[src/hw/clock_network_pkg.sv]
// constants, types and configuration layout for the clock network control block
package clock_network_pkg;

  localparam int NUM_GLOBAL            = 16;
  localparam int NUM_REGIONAL          = 32;
  localparam int NUM_QUADRANTS         = 4;
  localparam int REGIONAL_PER_QUADRANT = 8;
  localparam int CLOCKS_PER_REGION     = 24;
  localparam int NUM_PINS              = 16;
  localparam int PINS_PER_SIDE         = 4;
  localparam int NUM_PIN_PAIRS         = 8;
  localparam int NUM_PLL_OUT           = 8;

  // where a net takes its clock from
  typedef enum logic [2:0] {
    SRC_PIN   = 3'b001,
    SRC_PLL   = 3'b010,
    SRC_LOGIC = 3'b100
  } src_kind_t;

  // gate state of one clock control cell
  typedef enum logic [1:0] {
    CELL_OFF = 2'b01,
    CELL_ON  = 2'b10
  } cell_state_t;

  // static configuration of one net, fixed while running
  typedef struct packed {
    logic             used;     // low holds the net powered down
    src_kind_t        kind;
    logic [2:0]       pin_pair; // pair n holds pins 2n (input 0) and 2n+1 (input 1)
    logic             pin_odd;  // regional nets: take the odd pin of the pair
    logic [2:0]       pll_sel;
  } net_cfg_t;

  // running state of one clock control cell
  typedef struct packed {
    cell_state_t state;
    logic        sel;
    logic        clk;
  } cell_t;

  // the clocks that reach one quadrant: all globals plus its own regionals
  typedef struct packed {
    logic [NUM_GLOBAL-1:0]            global_clk;
    logic [REGIONAL_PER_QUADRANT-1:0] regional_clk;
  } region_clocks_t;

  localparam cell_t CELL_RESET = '{state: CELL_OFF, sel: 1'b0, clk: 1'b0};

endpackage

[src/hw/clock_network_control.sv]
// clock control cells for global, regional and pll output pad networks
`timescale 1ns/1ps
`default_nettype none

// Summary of operation
// - sixteen global nets and thirty-two regional nets, eight regionals per quadrant.
// - each quadrant receives at most twenty-four clocks: sixteen global, eight regional.
// - sixteen dedicated clock pins, four per side, feed global or regional nets.
// - every net has its own cell choosing its source and gating it.
// - any net may take a dedicated pin, a pll output or internal logic.
// - only global nets switch source at run time, between pins and pll outputs.
// - core logic enables each net and pll pad; enable is applied synchronously.
// - enable gating acts on the net or pad, leaving the pll untouched.
// - a powered-down net delivers no clock edges to its logic.
// - configuration bits statically disable nets; unused nets are powered down.
// - global nets serve as clocks and as control inputs for all resources.
// - every global net reaches all four quadrants.
module clock_network_control
  import clock_network_pkg::*;
(
  input  wire  logic                                   ref_clk,
  input  wire  logic                                   rst,
  input  wire  logic [clock_network_pkg::NUM_PINS-1:0] dedicated_clock_pin,
  input  wire  logic [clock_network_pkg::NUM_PLL_OUT-1:0] pll_clk,
  input  wire  logic [clock_network_pkg::NUM_GLOBAL-1:0] global_logic_clk,
  input  wire  logic [clock_network_pkg::NUM_REGIONAL-1:0] regional_logic_clk,
  input  wire  clock_network_pkg::net_cfg_t [clock_network_pkg::NUM_GLOBAL-1:0] global_cfg,
  input  wire  clock_network_pkg::net_cfg_t [clock_network_pkg::NUM_REGIONAL-1:0] regional_cfg,
  input  wire  logic [clock_network_pkg::NUM_GLOBAL-1:0] global_en,
  input  wire  logic [clock_network_pkg::NUM_GLOBAL-1:0] global_sel,
  input  wire  logic [clock_network_pkg::NUM_REGIONAL-1:0] regional_en,
  input  wire  logic [clock_network_pkg::NUM_PLL_OUT-1:0] pll_pad_en,
  output logic [clock_network_pkg::NUM_GLOBAL-1:0]     global_clock_net,
  output logic [clock_network_pkg::NUM_REGIONAL-1:0]   regional_clock_net,
  output logic [clock_network_pkg::NUM_PLL_OUT-1:0]    pll_out_pad,
  output var clock_network_pkg::region_clocks_t [clock_network_pkg::NUM_QUADRANTS-1:0] region_clocks
);
  import clock_network_pkg::*;

  cell_t [NUM_GLOBAL-1:0]   gcell;
  cell_t [NUM_GLOBAL-1:0]   next_gcell;
  cell_t [NUM_REGIONAL-1:0] rcell;
  cell_t [NUM_REGIONAL-1:0] next_rcell;
  cell_t [NUM_PLL_OUT-1:0]  pcell;
  cell_t [NUM_PLL_OUT-1:0]  next_pcell;
  region_clocks_t [NUM_QUADRANTS-1:0] next_region;

  // one cell step: enable and select change only in a low phase of both clocks
  function automatic cell_t cell_step(input cell_t cur, input logic used, input logic en,
                                      input logic sel_req, input logic in0, input logic in1);
    cell_t nxt;
    logic  cand;
    nxt  = cur;
    cand = sel_req ? in1 : in0;
    if (!used) begin
      nxt = CELL_RESET;
    end else if (!cur.clk && !cand) begin
      // safe point: output low and new source low, so no runt pulse
      nxt.sel   = sel_req;
      nxt.state = en ? CELL_ON : CELL_OFF;
      nxt.clk   = 1'b0;
    end else begin
      nxt.clk = (cur.state == CELL_ON) && (cur.sel ? in1 : in0);
    end
    return nxt;
  endfunction

  // input zero of a cell: the even pin of the pair, or internal logic
  function automatic logic src_in0(input net_cfg_t cfg, input logic logic_clk,
                                   input logic [NUM_PINS-1:0] pins);
    logic v;
    v = pins[{cfg.pin_pair, 1'b0}];
    if (cfg.kind == SRC_LOGIC) begin
      v = logic_clk;
    end
    return v;
  endfunction

  // input one: odd pin of the pair, a pll output, or internal logic
  function automatic logic src_in1(input net_cfg_t cfg, input logic logic_clk,
                                   input logic [NUM_PINS-1:0] pins,
                                   input logic [NUM_PLL_OUT-1:0] plls);
    logic v;
    case (cfg.kind)
      SRC_PIN:   v = pins[{cfg.pin_pair, 1'b1}];
      SRC_PLL:   v = plls[cfg.pll_sel];
      SRC_LOGIC: v = logic_clk;
      default:   v = 1'b0;
    endcase
    return v;
  endfunction

  // next state of every cell and of the per-quadrant clock bundles
  always_comb begin
    for (int g = 0; g < NUM_GLOBAL; g++) begin
      // run-time select only here; logic sources ignore it since both inputs match
      next_gcell[g] = cell_step(gcell[g], global_cfg[g].used, global_en[g],
                                global_sel[g],
                                src_in0(global_cfg[g], global_logic_clk[g], dedicated_clock_pin),
                                src_in1(global_cfg[g], global_logic_clk[g], dedicated_clock_pin,
                                        pll_clk));
    end
    for (int r = 0; r < NUM_REGIONAL; r++) begin
      // regional select is fixed by configuration, never by core logic
      next_rcell[r] = cell_step(rcell[r], regional_cfg[r].used, regional_en[r],
                                (regional_cfg[r].kind == SRC_PLL) || regional_cfg[r].pin_odd,
                                src_in0(regional_cfg[r], regional_logic_clk[r],
                                        dedicated_clock_pin),
                                src_in1(regional_cfg[r], regional_logic_clk[r],
                                        dedicated_clock_pin, pll_clk));
    end
    for (int p = 0; p < NUM_PLL_OUT; p++) begin
      // pad gate sits after the pll; the pll clock itself is never touched
      next_pcell[p] = cell_step(pcell[p], 1'b1, pll_pad_en[p], 1'b0,
                                pll_clk[p], pll_clk[p]);
    end
    for (int q = 0; q < NUM_QUADRANTS; q++) begin
      for (int g = 0; g < NUM_GLOBAL; g++) begin
        next_region[q].global_clk[g] = next_gcell[g].clk;
      end
      for (int k = 0; k < REGIONAL_PER_QUADRANT; k++) begin
        next_region[q].regional_clk[k] =
          next_rcell[q*REGIONAL_PER_QUADRANT + k].clk;
      end
    end
  end

  // registers; the outputs come straight from these flops
  always_ff @(posedge ref_clk) begin
    if (rst) begin
      gcell         <= {NUM_GLOBAL{CELL_RESET}};
      rcell         <= {NUM_REGIONAL{CELL_RESET}};
      pcell         <= {NUM_PLL_OUT{CELL_RESET}};
      region_clocks <= '0;
    end else begin
      gcell         <= next_gcell;
      rcell         <= next_rcell;
      pcell         <= next_pcell;
      region_clocks <= next_region;
    end
  end

  // flat views of the cell output flops
  always_comb begin
    for (int g = 0; g < NUM_GLOBAL; g++) begin
      global_clock_net[g] = gcell[g].clk;
    end
    for (int r = 0; r < NUM_REGIONAL; r++) begin
      regional_clock_net[r] = rcell[r].clk;
    end
    for (int p = 0; p < NUM_PLL_OUT; p++) begin
      pll_out_pad[p] = pcell[p].clk;
    end
  end

endmodule

`default_nettype wire

[config.mk]
export PLATFORM = sky130hd
export DESIGN_NAME = clock_network_control
export DESIGN_NICKNAME = d
export VERILOG_FILES = /design/src/hw/clock_network_pkg.sv /design/src/hw/clock_network_control.sv
export SDC_FILE = /design/constraint.sdc
export NUM_CORES = 1
export LEC_CHECK = 0
export ABC_AREA = 1
export BUFFER_PORTS_ARGS = -buffer_cell sky130_fd_sc_hd__buf_2
export CAP_MARGIN = 20
export CORE_AREA = 3 3 320 322
export CTS_CLUSTER_SIZE = 20
export DETAILED_ROUTE_END_ITERATION = 6
export DIE_AREA = 0 0 323 325
export HOLD_SLACK_MARGIN = 0.03
export PLACE_DENSITY_LB_ADDON = 0.15
export SLEW_MARGIN = 20
export SYNTH_ARGS = -nofsm -noshare
export SYNTH_HDL_FRONTEND = slang
export SYNTH_SLANG_ARGS = --single-unit
[constraint.sdc]
create_clock -name ref_clk -period 3.8 [get_ports ref_clk]
set_input_delay 0.19 -clock ref_clk [delete_from_list [all_inputs] [get_ports ref_clk]]
set_output_delay 0.19 -clock ref_clk [all_outputs]
set_load 0.02 [all_outputs]
; Yosys cells after proc, flatten, opt, wreduce, memory -nomap -nowiden
; Index checks and enable logic that the tools add are counted.
[classes]
n_reduce_logical = 312
n_eq_ne = 200
muxes = 632
n_lt_le_gt_ge = 144
bitwise = 48
[ops]
columns = operator, n
row1 = "< comparator 4 x 5 -> 1 bit, second input constant", 96
row2 = binary-select mux 1 bit (select 3 bit), 144
row3 = two-way mux 1 bit, 384
row4 = "< comparator 3 x 4 -> 1 bit, second input constant", 48
row5 = "== test 3 x 1 -> 1 bit, second input constant", 48
row6 = "== test 3 x 2 -> 1 bit, second input constant", 48
row7 = "== test 3 bit, second input constant", 48
row8 = one-hot mux 1 bit (3 select lines), 48
row9 = "== test 2 bit, second input constant", 56
row10 = logical AND 1 bit, 112
row11 = logical NOT 1 bit, 112
row12 = two-way mux 2 bit, 56
row13 = OR reduction 2 bit, 56
row14 = NOT 1 bit, 48
row15 = logical OR 1 bit, 32
[word_totals]
ff_bits = 264
out_inout_bits = 152
input_bits = 674
word_cells = 1501

; Depth between registers and ports, before layout
[logic_depth]
word_depth = 8
depth_mapped = 12
depth_no_buf = 11

; Worst setup path before layout
; OpenSTA, ideal clock, no wires.
[synth_path]
path_kind = input to register
from = input global_cfg[4] in the netlist's numbering
to = register region_clocks[80] in the netlist's numbering
required_ns = 3.679
path_stages = 10
setup_slack_ns = 2.463
path_buffers = 1
setup_ns = 0.121
arrival_time_ns = 1.216
cell_sequence = buf_2 inv_2 nand2_1 nand3_1 nand3_1 nand3_1 nand2_1 a21oi_1 nand2_1 nor3b_2
[synth_via]
elab_chain_cells = 8
[synth_rtl]
columns = item, line_no
row1 = "start, declared", clock_network_control.sv:27  ; input wire clock_network_pkg::net_cfg_t [clock_network_pkg::NUM_GLOBAL-1:0] global_cfg,
row2 = binary-select mux 1 bit (select 3 bit) (on tied branches), "clock_network_control.sv:85, clock_network_control.sv:72"
row3 = two-way mux 1 bit (on tied branches), "clock_network_control.sv:85, clock_network_control.sv:72"
row4 = one-hot mux 1 bit (3 select lines) or two-way mux 1 bit (tied branches), "clock_network_control.sv:84, clock_network_control.sv:73"
row5 = two-way mux 1 bit, clock_network_control.sv:54  ; cand = sel_req ? in1 : in0;
row6 = logical NOT 1 bit, clock_network_control.sv:57  ; end else if (!cur.clk && !cand) begin
row7 = logical AND 1 bit, clock_network_control.sv:57
row8 = two-way mux 1 bit (*), clock_network_control.sv:57
row9 = two-way mux 1 bit (*), clock_network_control.sv:55  ; if (!used) begin
row10 = "end signal, assigned", clock_network_control.sv:139  ; region_clocks <= next_region;
row11 = "end, declared", clock_network_control.sv:36  ; output var clock_network_pkg::region_clocks_t [clock_network_pkg::NUM_QUADRANTS-1:0] region_clocks
; Every way passes the cells marked *; elsewhere a longest branch is shown, timed or not. The select of a mux whose other input is x is not followed.
; A chain may end at the register's enable or synchronous reset.

; Worst setup path after layout
[layout_path]
from = input pll_clk[4] in the netlist's numbering
to = register gcell[6] in the netlist's numbering
[layout_via]
elab_chain_cells = 6
[layout_rtl]
columns = item, line_no
row1 = "start, declared", clock_network_control.sv:24  ; input wire logic [clock_network_pkg::NUM_PLL_OUT-1:0] pll_clk,
row2 = binary-select mux 1 bit (select 3 bit), clock_network_control.sv:86  ; SRC_PLL: v = plls[cfg.pll_sel];
row3 = two-way mux 1 bit (not written as such), clock_network_control.sv:86
row4 = one-hot mux 1 bit (3 select lines), clock_network_control.sv:84  ; case (cfg.kind)
row5 = two-way mux 1 bit, clock_network_control.sv:54
row6 = logical NOT 1 bit, clock_network_control.sv:57
row7 = logical AND 1 bit, clock_network_control.sv:57
row8 = "end signal, assigned", clock_network_control.sv:131  ; gcell <= {NUM_GLOBAL{CELL_RESET}};
row9 = "end signal, assigned", clock_network_control.sv:136  ; gcell <= next_gcell;
row10 = "end, declared", clock_network_control.sv:40  ; cell_t [NUM_GLOBAL-1:0] gcell;
; Every way passes these cells. The select of a mux whose other input is x is not followed.

==> flow_metrics.env <==
export IMPL_status="complete, no violations"
export IMPL_finalMaxSlewViolations=0
export IMPL_finalWeightedCongestion=0.855
export IMPL_antenna_found_initial=68
export IMPL_synthesis_area_mm2=0.0239
export IMPL_drtPass1Iterations=5
export IMPL_core_mm2=0.0999
export IMPL_grt_pass1_wl_um=181000
export IMPL_synthMostInstantiatedCell="sky130_fd_sc_hd__nand2_1"
export IMPL_fin_hold_ws_ns=0.0831
export IMPL_detail_route_vias_per_cell=4.90
export IMPL_wl_per_instance_um=19.2
export IMPL_numCtsBuffers=35
export IMPL_syn_area_per_cell_um2=5.57
export IMPL_async_flop_share=0
export IMPL_antenna_violation_net_count_after_detailed_routing=0
export IMPL_worst_endpoint_arrival_ns=3.26
export IMPL_preCtsSetupSlack_ns=1.36
export IMPL_finalCritPeriodShare=0.736
export IMPL_cts_root_buffer_type="sky130_fd_sc_hd__clkbuf_16"
export IMPL_ranking_of_synthesized_cells_by_area="sky130_fd_sc_hd__nand2_1 (22%), sky130_fd_sc_hd__nand3_1 (19%), sky130_fd_sc_hd__dfxtp_1 (18%)"
export IMPL_headroom_to_the_max_slew_limit=0.229
export IMPL_grt_max_degree=49
export IMPL_dp_final_hpwl_um=92000
export IMPL_synth_common_cells="sky130_fd_sc_hd__nand2_1 (1399), sky130_fd_sc_hd__nand3_1 (919), sky130_fd_sc_hd__inv_1 (417), sky130_fd_sc_hd__dfxtp_1 (216), sky130_fd_sc_hd__buf_4 (197)"
export IMPL_drc_violations=0
export IMPL_row_count=116
export IMPL_synth_enable_flop_cells=0
export IMPL_first_global_vias=29400
export IMPL_dieHeight_um=325
export IMPL_vias=31600
export IMPL_fmax_ghz=0.358
export IMPL_power_per_cell_area_mw_per_mm2=273
export IMPL_grt_total_usage=0.226
export IMPL_drt_first_iter_violations=2567
export IMPL_area_growth_synth_to_final_pct=31.5
export IMPL_floorplan_die_area_mm2=0.105
export IMPL_hold_path_class="in2reg"
export IMPL_port_buffers=809
export IMPL_final_hold_viol_count=0
export IMPL_design_power_total_uw=8590
export IMPL_critical_path_class="in2reg"
export IMPL_finalWirelength_um=124000
export IMPL_layout_cells_non_filler=6459
export IMPL_synthDominantCellAreaShare=0.219
export IMPL_insertion_delay_of_the_later_clocked_pin_in_the_worst_skew_pair_ns=0.60
export IMPL_synthesis_instances=4296
export IMPL_finalSetupViolCount=0
export IMPL_grt_setup_unrepaired="no"
export IMPL_worstPathRequired_ns=4.26
export IMPL_crit_path_start_kind="input port"
export IMPL_tritoncts_num_sinks=216
export IMPL_setup_worst_path_end_class="register"
export IMPL_fin_tns_setup_ns=0
export IMPL_total_leakage_power_uw=0.0159
export IMPL_crit_path_max_fanout=30
export IMPL_yosysUniqueCellTypes=27
export IMPL_ratio_of_cells_with_drive_above_1_in_the_final_layout=0.203
export IMPL_worst_slew_pin_slew_ns=1.16
export IMPL_finalNetCount=5773
export IMPL_gr_total_overflow=0
export IMPL_vdd_ir_drop_worst_mv=0.226
export IMPL_seq_total_area_yosys=0.181
export IMPL_finalWorstSetupSlack_ns=1.00
export IMPL_maximum_clock_skew_at_final_layout_ns=0.0293
export IMPL_min_period_ns=2.80
export IMPL_ys_warn_count=0
export IMPL_tritoncts_clock_tree="yes"
export IMPL_clk_pin_slew_worst_paths_ns=0.05
export IMPL_dieWidth_um=323
export IMPL_clock_path_buffers=3
export IMPL_placed_cells_incl_taps=6108
export IMPL_io_pins=826
export IMPL_ys_flop_type="sky130_fd_sc_hd__dfxtp_1"
export IMPL_cts_htree_levels=2
export IMPL_ys_ff_latch=216
export IMPL_drv_max_cap_violation_count=0
export IMPL_synth_top_area_cell="sky130_fd_sc_hd__nand2_1"
export IMPL_synthesized_net_count=4970
export IMPL_initial_core_util=0.240
## stage by stage
stage,area [um^2],util
global placement,27700,0.278
global route,31400,0.315
detailed placement,27700,0.278
CTS,31400,0.314
floorplan,23900,-
finish,31500,0.315
## routing by layer
| layer | track usage | up-vias | wire (um) | share of wire |
|---|---|---|---|---|
| met5 | 0 | - | 212 | 0.0017 |
| met4 | 0.0745 | 32 | 3820 | 0.031 |
| met3 | 0.0462 | 228 | 9010 | 0.072 |
| met2 | 0.383 | 1136 | 58200 | 0.47 |
| met1 | 0.283 | 14400 | 53000 | 0.43 |
| li1 | - | 15800 | - | - |
## kinds of logic after synthesis
group / share of synthesized area
AOI/OAI and AO/OA: 0.120
buffers and inverters: 0.165
DFF: 0.181
and+or+nand+nor: 0.534
## cell type report
type                            count  area (um^2)
Fill cell                       11300        68400
Multi-Input combinational cell   3298        15700
Timing Repair Buffer             1093         6930
Sequential cell                   216         4320
Inverter                          455         1710
Tap cell                         1298         1620
Clock buffer                       55         1050
Antenna cell                       38         95.1
Clock inverter                      6         78.8
## registers in the layout, summed over array words and instances, names as in the netlist
register       count
rcell             96
gcell             48
region_clocks     48
pcell             16
pll_out_pad        8
## timing repair
item / in CTS / in global routing
hold buffers: 252 / 0
endpoints found under the hold margin: 207 / 0
setup buffers: 0 / 0
gates resized for setup: 0 / 0
## path summary, 6_finish.rpt
kind	slack, ns	cells after the start	startpoint	to
setup / recovery	1.00	13	pll_clk[4]	gcell[6]
hold / removal	0.08	6	regional_cfg[316]	region_clocks[76]
setup reg to reg	1.77	6	region_clocks[87]	gcell[31]
hold reg to reg	0.41	1	pcell[6]	pll_out_pad[1]
## layout by cell type, fill, tap and decap left out, types with 2 or more instances in the layout
| cell | count |
|---|---|
| sky130_fd_sc_hd__buf_2 | 808 |
| sky130_fd_sc_hd__inv_2 | 42 |
| sky130_fd_sc_hd__nor4_1 | 6 |
| sky130_fd_sc_hd__o211ai_1 | 110 |
| sky130_fd_sc_hd__clkbuf_1 | 11 |
| sky130_fd_sc_hd__dlygate4sd3_1 | 252 |
| sky130_fd_sc_hd__nor3b_1 | 5 |
| sky130_fd_sc_hd__clkbuf_8 | 8 |
| sky130_fd_sc_hd__buf_12 | 9 |
| sky130_fd_sc_hd__nand3_1 | 919 |
| sky130_fd_sc_hd__a21oi_2 | 23 |
| sky130_fd_sc_hd__o21ai_0 | 108 |
| sky130_fd_sc_hd__inv_1 | 412 |
| sky130_fd_sc_hd__a21oi_4 | 20 |
| sky130_fd_sc_hd__clkinvlp_4 | 2 |
| sky130_fd_sc_hd__nor3_1 | 104 |
| sky130_fd_sc_hd__buf_4 | 24 |
| sky130_fd_sc_hd__nand2_1 | 1399 |
| sky130_fd_sc_hd__dfxtp_1 | 216 |
| sky130_fd_sc_hd__a21oi_1 | 182 |
| sky130_fd_sc_hd__nand3b_1 | 62 |
| sky130_fd_sc_hd__clkbuf_16 | 36 |
| sky130_fd_sc_hd__nor3b_2 | 11 |
| sky130_fd_sc_hd__o21ai_1 | 15 |
| sky130_fd_sc_hd__nand4_1 | 104 |
| sky130_fd_sc_hd__nand3_2 | 10 |
| sky130_fd_sc_hd__nand2_2 | 42 |
| sky130_fd_sc_hd__and2_1 | 16 |
| sky130_fd_sc_hd__diode_2 | 38 |
| sky130_fd_sc_hd__nor2_1 | 162 |
## critical path, stage by stage
cell                            delay (ns)
sky130_fd_sc_hd__buf_2                0.38
sky130_fd_sc_hd__buf_4                0.61
sky130_fd_sc_hd__nand2_1              0.11
sky130_fd_sc_hd__nand3_1              0.09
sky130_fd_sc_hd__nand3_1              0.07
sky130_fd_sc_hd__nand2_1              0.14
sky130_fd_sc_hd__nand2_1              0.11
sky130_fd_sc_hd__nand3_1              0.14
sky130_fd_sc_hd__nand2_1              0.10
sky130_fd_sc_hd__nand3b_1             0.08
sky130_fd_sc_hd__dlygate4sd3_1        0.57
sky130_fd_sc_hd__nand3_1              0.07
sky130_fd_sc_hd__dlygate4sd3_1        0.55
## power breakdown
group          switching (uW)  internal [uW]  total [uW]
registers                48.6           2370        2420
logic                    1770           1090        2870
clock network            1340           1970        3310
Note: power is estimated with default switching activity, not from simulation.
